<file path="config.mk">
export PLATFORM = sky130hd
export DESIGN_NAME = cah_host_regs
export DESIGN_NICKNAME = d
export VERILOG_FILES = /design/src/rtl/cah_pkg.sv /design/src/rtl/cah_mem_if.sv /design/src/rtl/cah_host_regs.sv /design/src/rtl/cah_local_ram.sv
export SDC_FILE = /design/constraint.sdc
export NUM_CORES = 2
export LEC_CHECK = 0
export ABC_AREA = 1
export BUFFER_PORTS_ARGS = -buffer_cell sky130_fd_sc_hd__buf_2
export CORE_ASPECT_RATIO = 0.9
export CORE_MARGIN = 5
export CORE_UTILIZATION = 25
export CTS_BUF_LIST = sky130_fd_sc_hd__clkbuf_8
export DETAILED_ROUTE_END_ITERATION = 8
export GPL_ROUTABILITY_DRIVEN = 0
export MAX_ROUTING_LAYER = met4
export PLACE_DENSITY_LB_ADDON = 0.1
export SYNTH_ARGS = -nofsm -noshare
export SYNTH_HDL_FRONTEND = slang
export SYNTH_SLANG_ARGS = --single-unit
</file>
<file path="constraint.sdc">
create_clock -name pclk -period 3.18 [get_ports pclk]
set_clock_uncertainty 0.15 [all_clocks]
set_input_delay 0.159 -clock pclk [delete_from_list [all_inputs] [get_ports pclk]]
set_output_delay 0.159 -clock pclk [all_outputs]
set_load 0.03 [all_outputs]
</file>
<file path="src/rtl/cah_pkg.sv">
// register map, field layout and reset values of the channel adapter
// host registers; shared by the register bank and its local ram.
package cah_pkg;

	// apb address width seen by the block
	localparam int CAH_AW = 8;
	localparam int CAH_REG_W = 16;

	// register byte offsets
	localparam logic [7:0] CAH_OFF_CTRL = 8'h00;
	localparam logic [7:0] CAH_OFF_IRQ = 8'h04;
	localparam logic [7:0] CAH_OFF_STATUS = 8'h08;
	localparam logic [7:0] CAH_OFF_ERROR = 8'h0C;
	localparam logic [7:0] CAH_OFF_DATA = 8'h10;
	localparam logic [7:0] CAH_OFF_SWITCH = 8'h14;
	localparam logic [7:0] CAH_OFF_MASK = 8'h18;
	localparam logic [7:0] CAH_OFF_MEM_ADDR = 8'h1C;
	localparam logic [7:0] CAH_OFF_MEM_DATA = 8'h20;

	// control register fields
	localparam int CAH_CTRL_MODE_LSB = 0;
	localparam int CAH_CTRL_MODE_W = 2;
	localparam int CAH_CTRL_GO_BIT = 2;
	localparam int CAH_CTRL_SEQ_LSB = 3;

	// test modes
	localparam logic [1:0] CAH_MODE_OPER = 2'h0;
	localparam logic [1:0] CAH_MODE_JUMP = 2'h1;
	localparam logic [1:0] CAH_MODE_FORCE = 2'h2;

	// adapter interrupt register bits
	localparam int CAH_IRQ_SWITCH_BIT = 0;
	localparam int CAH_IRQ_SEQ_BIT = 1;
	localparam int CAH_IRQ_DMA_BIT = 2;
	localparam logic [15:0] CAH_IRQ_ALL = 16'h0007;

	// status register bits
	localparam int CAH_STAT_OPER_BIT = 0;
	localparam int CAH_STAT_DMA_BIT = 1;
	localparam logic [15:0] CAH_STAT_ALL = 16'h0003;

	// error register fields
	localparam int CAH_ERR_OVR_BIT = 0;
	localparam int CAH_ERR_ADDR_LSB = 11;
	localparam int CAH_ERR_ADDR_W = 5;
	localparam logic [15:0] CAH_ERR_ALL = 16'hF801;

	// reset values and default jump address
	localparam logic [15:0] CAH_MASK_RST = 16'h0007;
	localparam logic [4:0] CAH_JUMP_ADDR_DEF = 5'h15;

	// local ram geometry
	localparam int CAH_PAGE_W = 3;
	localparam int CAH_OFFS_W = 4;

	// test-mode sequencer states
	typedef enum logic [2:0] {
		CAH_SEQ_IDLE = 3'b001,
		CAH_SEQ_APPLY = 3'b010,
		CAH_SEQ_HOLD = 3'b100
	} cah_seq_t;

endpackage : cah_pkg

</file>
<file path="src/rtl/cah_mem_if.sv">
// bundle between the register bank and its local ram.
// assumes one clock shared by both ends.
`timescale 1ns/100ps
interface cah_mem_if #(
	parameter int AW = 7,
	parameter int DW = 16
);
	logic wr_en;
	logic [AW-1:0] wr_addr;
	logic [DW-1:0] wr_data;
	logic rd_req;
	logic [AW-1:0] rd_addr;
	logic [DW-1:0] rd_data;
	logic rd_valid;

	// register bank side
	modport ctl (
		output wr_en, wr_addr, wr_data, rd_req, rd_addr,
		input rd_data, rd_valid
	);

	// ram side
	modport ram (
		input wr_en, wr_addr, wr_data, rd_req, rd_addr,
		output rd_data, rd_valid
	);
endinterface : cah_mem_if

</file>
<file path="src/rtl/cah_host_regs.sv">
// host register bank of the channel adapter: interrupt, status, error,
// data, switch and mask registers, test modes, channel dma reads.
// assumes an apb master on pclk and a switch input already synchronous.
`timescale 1ns/100ps
module cah_host_regs #(
	parameter int PAGE_W = cah_pkg::CAH_PAGE_W,
	parameter int OFFS_W = cah_pkg::CAH_OFFS_W,
	parameter logic [4:0] JUMP_ADDR = cah_pkg::CAH_JUMP_ADDR_DEF
) (
	// clock and reset
	input wire logic pclk,
	input wire logic presetn,
	// apb slave
	input wire logic psel,
	input wire logic penable,
	input wire logic pwrite,
	input wire logic [cah_pkg::CAH_AW-1:0] paddr,
	input wire logic [31:0] pwdata,
	output logic [31:0] prdata,
	output logic pready,
	output logic pslverr,
	// front panel
	input wire logic sw_enable,
	// channel dma read
	input wire logic chan_rd_req,
	input wire logic [PAGE_W-1:0] chan_rd_page,
	input wire logic [OFFS_W-1:0] chan_rd_offset,
	output logic [cah_pkg::CAH_REG_W-1:0] chan_rd_data,
	output logic chan_rd_valid,
	// host interrupt level 3
	output logic irq_level3
);
	import cah_pkg::*;

	localparam int AW = PAGE_W + OFFS_W;

	typedef struct packed {
		logic [31:0] prdata;
		logic pready;
		logic pslverr;
		logic [CAH_CTRL_MODE_W-1:0] mode;
		logic go;
		cah_seq_t seq;
		logic [15:0] irq;
		logic [15:0] status;
		logic [15:0] error;
		logic [15:0] data;
		logic [15:0] mask;
		logic sw_prev;
		logic sw_seen;
		logic [AW-1:0] mem_addr;
		logic chan_pend;
		logic [15:0] chan_data;
		logic chan_valid;
		logic irq_out;
	} cah_st_t;

	localparam cah_st_t ST_RST = '{
		prdata: '0,
		pready: 1'b0,
		pslverr: 1'b0,
		mode: CAH_MODE_OPER,
		go: 1'b0,
		seq: CAH_SEQ_IDLE,
		irq: '0,
		status: '0,
		error: '0,
		data: '0,
		mask: CAH_MASK_RST,
		sw_prev: 1'b0,
		sw_seen: 1'b0,
		mem_addr: '0,
		chan_pend: 1'b0,
		chan_data: '0,
		chan_valid: 1'b0,
		irq_out: 1'b0
	};

	cah_st_t r;
	cah_st_t n;

	logic setup;
	logic wr_acc;
	logic rd_acc;
	logic [15:0] rd_clr;
	logic [15:0] irq_set;
	logic [15:0] stat_set;
	logic [15:0] err_set;
	logic [15:0] rd_word;
	logic mapped;
	logic err_ld;
	logic force_hold;

	cah_mem_if #(.AW(AW), .DW(CAH_REG_W)) mem ();

	cah_local_ram #(
		.PAGE_W(PAGE_W),
		.OFFS_W(OFFS_W),
		.DW(CAH_REG_W)
	) u_ram (
		.pclk(pclk),
		.presetn(presetn),
		.mem(mem)
	);

	// apb phases; an access completes at the edge where pready is seen
	assign setup = psel & ~penable;
	assign wr_acc = psel & penable & r.pready & pwrite;
	assign rd_acc = psel & penable & r.pready & ~pwrite;
	// only the bits actually returned are cleared, so a later set survives
	assign rd_clr = rd_acc ? r.prdata[15:0] : 16'h0000;

	// ram hookup: processor fills, channel fetches
	assign mem.wr_en = wr_acc && (paddr == CAH_OFF_MEM_DATA);
	assign mem.wr_addr = r.mem_addr;
	assign mem.wr_data = pwdata[15:0];
	assign mem.rd_req = chan_rd_req;
	assign mem.rd_addr = {chan_rd_page, chan_rd_offset};

	// read decode; the word is caught in setup and held as prdata
	// unmapped and unaligned addresses fall to default and are refused
	always_comb begin
		rd_word = 16'h0000;
		mapped = 1'b1;
		case (paddr)
			CAH_OFF_CTRL: begin
				rd_word[CAH_CTRL_MODE_LSB +: CAH_CTRL_MODE_W] = r.mode;
				rd_word[CAH_CTRL_GO_BIT] = r.go;
				rd_word[CAH_CTRL_SEQ_LSB +: 3] = r.seq;
			end
			CAH_OFF_IRQ: rd_word = r.irq;
			CAH_OFF_STATUS: rd_word = r.status;
			CAH_OFF_ERROR: rd_word = r.error;
			CAH_OFF_DATA: rd_word = r.data;
			CAH_OFF_SWITCH: rd_word[0] = r.sw_prev;
			CAH_OFF_MASK: rd_word = r.mask;
			CAH_OFF_MEM_ADDR: rd_word[AW-1:0] = r.mem_addr;
			CAH_OFF_MEM_DATA: rd_word = 16'h0000;
			default: mapped = 1'b0;
		endcase
	end

	// next state
	always_comb begin
		irq_set = 16'h0000;
		stat_set = 16'h0000;
		err_set = 16'h0000;
		err_ld = 1'b0;
		force_hold = 1'b0;
		n = r;

		// answer prepared in setup, shown during the access phase
		n.pready = setup;
		n.pslverr = setup & ~mapped;
		if (setup) begin
			n.prdata = {16'h0000, rd_word};
		end

		// test-mode sequencer; apply lasts one cycle so each go write
		// sets the forced bits once, and hold waits for go written low
		case (r.seq)
			CAH_SEQ_IDLE: begin
			end
			CAH_SEQ_APPLY: begin
				n.seq = CAH_SEQ_HOLD;
				case (r.mode)
					CAH_MODE_OPER: begin
						stat_set[CAH_STAT_OPER_BIT] = 1'b1;
					end
					CAH_MODE_JUMP: begin
						err_ld = 1'b1;
					end
					CAH_MODE_FORCE: begin
						irq_set = CAH_IRQ_ALL;
						stat_set = CAH_STAT_ALL;
						err_set = CAH_ERR_ALL;
					end
					default: begin
					end
				endcase
			end
			CAH_SEQ_HOLD: begin
				if (!r.go) begin
					n.seq = CAH_SEQ_IDLE;
				end
			end
			default: n.seq = CAH_SEQ_IDLE;
		endcase

		// control write starts or ends a test mode
		if (wr_acc && (paddr == CAH_OFF_CTRL)) begin
			n.mode = pwdata[CAH_CTRL_MODE_LSB +: CAH_CTRL_MODE_W];
			n.go = pwdata[CAH_CTRL_GO_BIT];
			if (pwdata[CAH_CTRL_GO_BIT]) begin
				n.seq = CAH_SEQ_APPLY;
			end
		end

		// switch: first sample after reset is not an event
		// sw_seen keeps the level present at release from looking like
		// a throw of the switch
		n.sw_prev = sw_enable;
		n.sw_seen = 1'b1;
		if (r.sw_seen && (sw_enable != r.sw_prev)) begin
			irq_set[CAH_IRQ_SWITCH_BIT] = 1'b1;
		end

		// channel dma read completion and overrun
		// the ram answers each request on the next edge, so a back-to-back
		// request meets rd_valid and is not taken as an overrun
		n.chan_valid = 1'b0;
		if (mem.rd_valid) begin
			n.chan_pend = 1'b0;
			n.chan_data = mem.rd_data;
			n.chan_valid = 1'b1;
			stat_set[CAH_STAT_DMA_BIT] = 1'b1;
			irq_set[CAH_IRQ_DMA_BIT] = 1'b1;
		end
		if (chan_rd_req) begin
			if (r.chan_pend && !mem.rd_valid) begin
				err_set[CAH_ERR_OVR_BIT] = 1'b1;
			end
			n.chan_pend = 1'b1;
		end

		// interrupt register, clear on read, set wins
		// a bit set in the cycle of its clearing read is kept
		if (paddr == CAH_OFF_IRQ) begin
			n.irq = (r.irq & ~rd_clr) | irq_set;
		end else begin
			n.irq = r.irq | irq_set;
		end

		// status register, writable for wrap, clear on read
		if (wr_acc && (paddr == CAH_OFF_STATUS)) begin
			n.status = pwdata[15:0] | stat_set;
		end else if (paddr == CAH_OFF_STATUS) begin
			n.status = (r.status & ~rd_clr) | stat_set;
		end else begin
			n.status = r.status | stat_set;
		end

		// error register, clear on read, jump address load
		if (paddr == CAH_OFF_ERROR) begin
			n.error = r.error & ~rd_clr;
		end
		if (err_ld) begin
			n.error[CAH_ERR_ADDR_LSB +: CAH_ERR_ADDR_W] = JUMP_ADDR;
		end
		n.error = n.error | err_set;

		// read/write registers; mask keeps only the cause bits, memory address steps on each ram write
		if (wr_acc && (paddr == CAH_OFF_DATA)) begin
			n.data = pwdata[15:0];
		end
		if (wr_acc && (paddr == CAH_OFF_MASK)) begin
			n.mask = pwdata[15:0] & CAH_IRQ_ALL;
		end
		if (wr_acc && (paddr == CAH_OFF_MEM_ADDR)) begin
			n.mem_addr = pwdata[AW-1:0];
		end else if (mem.wr_en) begin
			n.mem_addr = r.mem_addr + 1'b1;
		end

		// level-3 request: unmasked pending bits or forced test mode
		// force ignores the mask, so the forced request shows even
		// when software has masked every cause
		force_hold = (n.seq != CAH_SEQ_IDLE) && (n.mode == CAH_MODE_FORCE);
		n.irq_out = (|(n.irq & n.mask)) | force_hold;
	end

	// state register
	// reset loads a constant, so the async branch holds no logic
	always_ff @(posedge pclk or negedge presetn) begin
		if (!presetn) begin
			r <= ST_RST;
		end else begin
			r <= n;
		end
	end

	// outputs straight from state
	assign prdata = r.prdata;
	assign pready = r.pready;
	assign pslverr = r.pslverr;
	assign chan_rd_data = r.chan_data;
	assign chan_rd_valid = r.chan_valid;
	assign irq_level3 = r.irq_out;

endmodule : cah_host_regs

</file>
<file path="src/rtl/cah_local_ram.sv">
// paged local ram read by channel dma and written by the processor.
// assumes single clock; read answers one cycle after the request.
`timescale 1ns/100ps
module cah_local_ram #(
	parameter int PAGE_W = cah_pkg::CAH_PAGE_W,
	parameter int OFFS_W = cah_pkg::CAH_OFFS_W,
	parameter int DW = cah_pkg::CAH_REG_W
) (
	// clock and reset
	input wire logic pclk,
	input wire logic presetn,
	// ram port
	cah_mem_if.ram mem
);
	import cah_pkg::*;

	localparam int AW = PAGE_W + OFFS_W;
	localparam int DEPTH = 1 << AW;

	typedef struct packed {
		logic [DW-1:0] rd_data;
		logic rd_valid;
	} cah_ram_st_t;

	cah_ram_st_t r;
	cah_ram_st_t n;
	logic [DW-1:0] store [DEPTH];

	// every page, including the upper ones, reads alike
	always_comb begin
		n = r;
		n.rd_valid = mem.rd_req;
		if (mem.rd_req) begin
			n.rd_data = store[mem.rd_addr];
		end
	end

	// state register
	always_ff @(posedge pclk or negedge presetn) begin
		if (!presetn) begin
			r <= '0;
		end else begin
			r <= n;
		end
	end

	// ram array holds no reset
	always_ff @(posedge pclk) begin
		if (mem.wr_en) begin
			store[mem.wr_addr] <= mem.wr_data;
		end
	end

	assign mem.rd_data = r.rd_data;
	assign mem.rd_valid = r.rd_valid;

endmodule : cah_local_ram

</file>
==> impl_metrics.env <==
export IMPL_multi_input_area_mm2=0.0210
export IMPL_netlist_top_cells_area="edfxtp_1 (69%), nand3_1 (12%), nand2_1 (9.7%)"
export IMPL_path_max_fanout=16
export IMPL_synthArstFlopShare_pct=6.78
export IMPL_nFillCells=36512
export IMPL_final_area_mm2=0.106
export IMPL_final_antenna_net_count=0
export IMPL_hold_violations=0
export IMPL_grt_pass1_vias=58766
export IMPL_rr_worst_depth=12
export IMPL_required_ns=3.71
export IMPL_wl_met3_mm=13.8
export IMPL_tns_ns=0
export IMPL_rows=208
export IMPL_layout_min_cycle_time_ns=3.15
export IMPL_yosysWarnings=0
export IMPL_maxSlewHeadroom_pct=21.8
export IMPL_status="completed"
export IMPL_fin_crit_sh_pct=98.9
export IMPL_start_kind="input port"
export IMPL_slew_violations=0
export IMPL_wl_met2_mm=146
export IMPL_holdPathEnd="u_ram.store[87][11]"
export IMPL_cts_tree="done"
export IMPL_power_leakage_nw=38.2
export IMPL_die_x_um=640
export IMPL_critPathKind="in2reg"
export IMPL_power_density_mw_per_mm2=574
export IMPL_syn_area_mm2=0.0892
export IMPL_drive_gt1_share_pct=12.6
export IMPL_grt_max_degree=103
export IMPL_irDropWorstVdd_v=0.000286
export IMPL_timing_rr_end="r[89]"
export IMPL_power_total_w=0.0610
export IMPL_wl_mm=325
export IMPL_synth_edf_count=2048
export IMPL_grt_usage_pct=17.6
export IMPL_dr_first_iter_drc_count=4763
export IMPL_cts_reportedPaths_clkPinSlew_ns=0.06
export IMPL_root_buffer="clkbuf_8"
export IMPL_insertion_delay_ns=1.08
export IMPL_critPathArrivalTime_ns=3.68
export IMPL_hold_path_class="in2reg"
export IMPL_syn_area_per_cell_um2=11.8
export IMPL_crit_slowest_cell="dlygate4sd3_1"
export IMPL_ys_flop_type="edfxtp_1"
export IMPL_ys_top_cells_by_count="nand2_1 (2303), nand3_1 (2065), edfxtp_1 (2048), buf_2 (299), nor2_1 (161)"
export IMPL_crit_path_end_kind="flip-flop"
export IMPL_placed_area_mm2=0.0976
export IMPL_areaGrowthSynthToFinish_pct=18.9
export IMPL_dp_hpwl_mm=183
export IMPL_seqCellArea_mm2=0.0652
export IMPL_synth_top_area_cell="edfxtp_1"
export IMPL_clock_sinks=2197
export IMPL_synth_seq_cells=2197
export IMPL_num_io_pins=106
export IMPL_dieArea_mm2=0.369
export IMPL_crit_family="buffers and inverters"
export IMPL_core_area_mm2=0.356
export IMPL_portBuffers=73
export IMPL_fin_util_pct=29.8
export IMPL_wl_met1_mm=155
export IMPL_rr_startpoint="pready"
export IMPL_yosysSeqAreaShare_pct=73.1
export IMPL_overflow=0
export IMPL_num_vias=59927
export IMPL_max_clock_freq_ghz=0.318
export IMPL_synth_cell_types=44
export IMPL_path_common_cell="dlygate4sd3_1"
export IMPL_r2r_slack_ns=0.17
export IMPL_hold_slack_ns=0.0966
export IMPL_top_layer="met4"
export IMPL_antenna_found_initial=23
export IMPL_synth_most_common_cell="nand2_1"
export IMPL_timing_critical_path_cells="dlygate4sd3_1 > buf_2 > nor2_1 > dlygate4sd3_1 > nand3_1 > dlygate4sd3_1 > nor2_2 > nand2_2 > nor2_4 > nand3_2 > buf_4 > nor2_1 > buf_4"
export IMPL_hp_start="pwdata[11]"
export IMPL_drv_cap=0
export IMPL_synth_cells=7563
export IMPL_initial_core_util_pct=25.1
export IMPL_slowest_delay_ns=0.60
export IMPL_nets=8088
export IMPL_netlist_area_leader_share_pct=68.9
export IMPL_rsz0062_at_grt="no"
export IMPL_path_buf_inv=6
export IMPL_setup_violations=0
export IMPL_die_h_um=577
export IMPL_cts_made_buffers=406
export IMPL_firstDrtPassIters=5
export IMPL_clock_path_buffers=4
export IMPL_via_per_inst=4.58
export IMPL_wl_per_cell_um=24.8
export IMPL_hold_path_cell_count=2
export IMPL_drcViolationCount=0
export IMPL_grt_pass1_wl_mm=457
export IMPL_worst_pin_slew_ns=1.17
export IMPL_h_tree_depth=5
==> placed cells by master (no fill, tap or decap), types with 4 or more instances in the layout <==
master / count
a21oi_1: 24
nor2_2: 56
o211ai_1: 20
buf_2: 51
clkinv_1: 113
dlygate4sd3_1: 85
clkinvlp_4: 5
nand3_2: 7
buf_4: 273
clkinv_8: 5
a31oi_1: 11
nor2_1: 107
nand2_2: 5
inv_2: 5
o21ai_0: 81
buf_16: 5
nand2_1: 2303
nand3_1: 2065
buf_6: 40
inv_1: 238
buf_12: 123
edfxtp_1: 2048
diode_2: 15
dfstp_2: 4
conb_1: 17
inv_8: 4
clkbuf_8: 421
o2111ai_1: 4
dfrtp_1: 145
nor2_4: 5
clkinv_2: 27
nor3_1: 8
bufinv_16: 4
==> cell type report <==
type	count	area share (%)
Sequential cell	2197	61.5
Multi-Input combinational cell	4743	19.8
Timing Repair Buffer	581	5.90
Tap cell	4725	5.57
Clock buffer	421	5.46
Clock inverter	305	1.37
Inverter	104	0.406
Antenna cell	15	0.0354
==> metrics by stage <==
stage | std cells | worst slack [ns]
3_3_place_gp | 12253 | 0.215
3_5_place_dp | 12253 | 0.214
4_1_cts | 13075 | 0.00476
2_1_floorplan | 7578 | 0.291
5_1_grt | 13077 | 0.000248
6_report | 13091 | 0.0346
==> how the worst max path moves through the flow <==
| stage | startpoint | end | depth (start not counted) | slack (ns) |
|---|---|---|---|---|
| after detailed placement | chan_rd_offset[1] | u_ram.mem.rd_data[0] | 13 | 0.21 |
| final | paddr[1] | u_ram.store[74][7] | 13 | 0.03 |
| after CTS | pready | u_ram.store[27][6] | 9 | 0.005 |
| after floorplan | pready | u_ram.store[103][0] | 7 | 0.29 |
| after global placement | chan_rd_offset[1] | u_ram.mem.rd_data[0] | 13 | 0.22 |
| after global routing | pready | r[89] | 12 | 0.0002 |
==> power breakdown <==
group,switching [W],leakage (nW),internal (W)
registers,0.000138,20.2,0.0317
logic,0.00320,13.7,0.00112
clock network,0.0123,4.24,0.0126
==> state kept, by name, summed over array words and instances, names as in the netlist, 7 cells and up <==
signal,cells
r,89
prdata,16
u_ram.store,2048
chan_rd_data,16
mem.wr_addr,7
u_ram.mem.rd_data,16
==> logic make-up (layout without fill, tap and decap cells) <==
group,Yosys count,count (layout),share of synthesized area (%)
compound gates,159,159,1.03
xor+xnor,3,3,0.0294
fa+ha+maj,1,1,0.0140
buf+inv,638,1411,3.57
flops,2197,2197,73.1
other cells,2,32,0.00842
simple gates,4563,4563,22.2
==> per-layer routing <==
metal / track usage (%) / vias to the layer above
met5: - / -
met4: 4.89 / 0
met3: 2.10 / 504
met2: 26.6 / 1459
met1: 25.1 / 30166
li1: - / 27798
==> what timing repair did <==
action / 4_1_cts / 5_1_grt
hold endpoints to repair: 2328 / 0
endpoints found under the setup margin: 0 / 696
hold buffers: 96 / 0
buffers inserted: 0 / 1
resized for setup: 0 / 31
No activity file was read; power rests on OpenSTA's default activity.
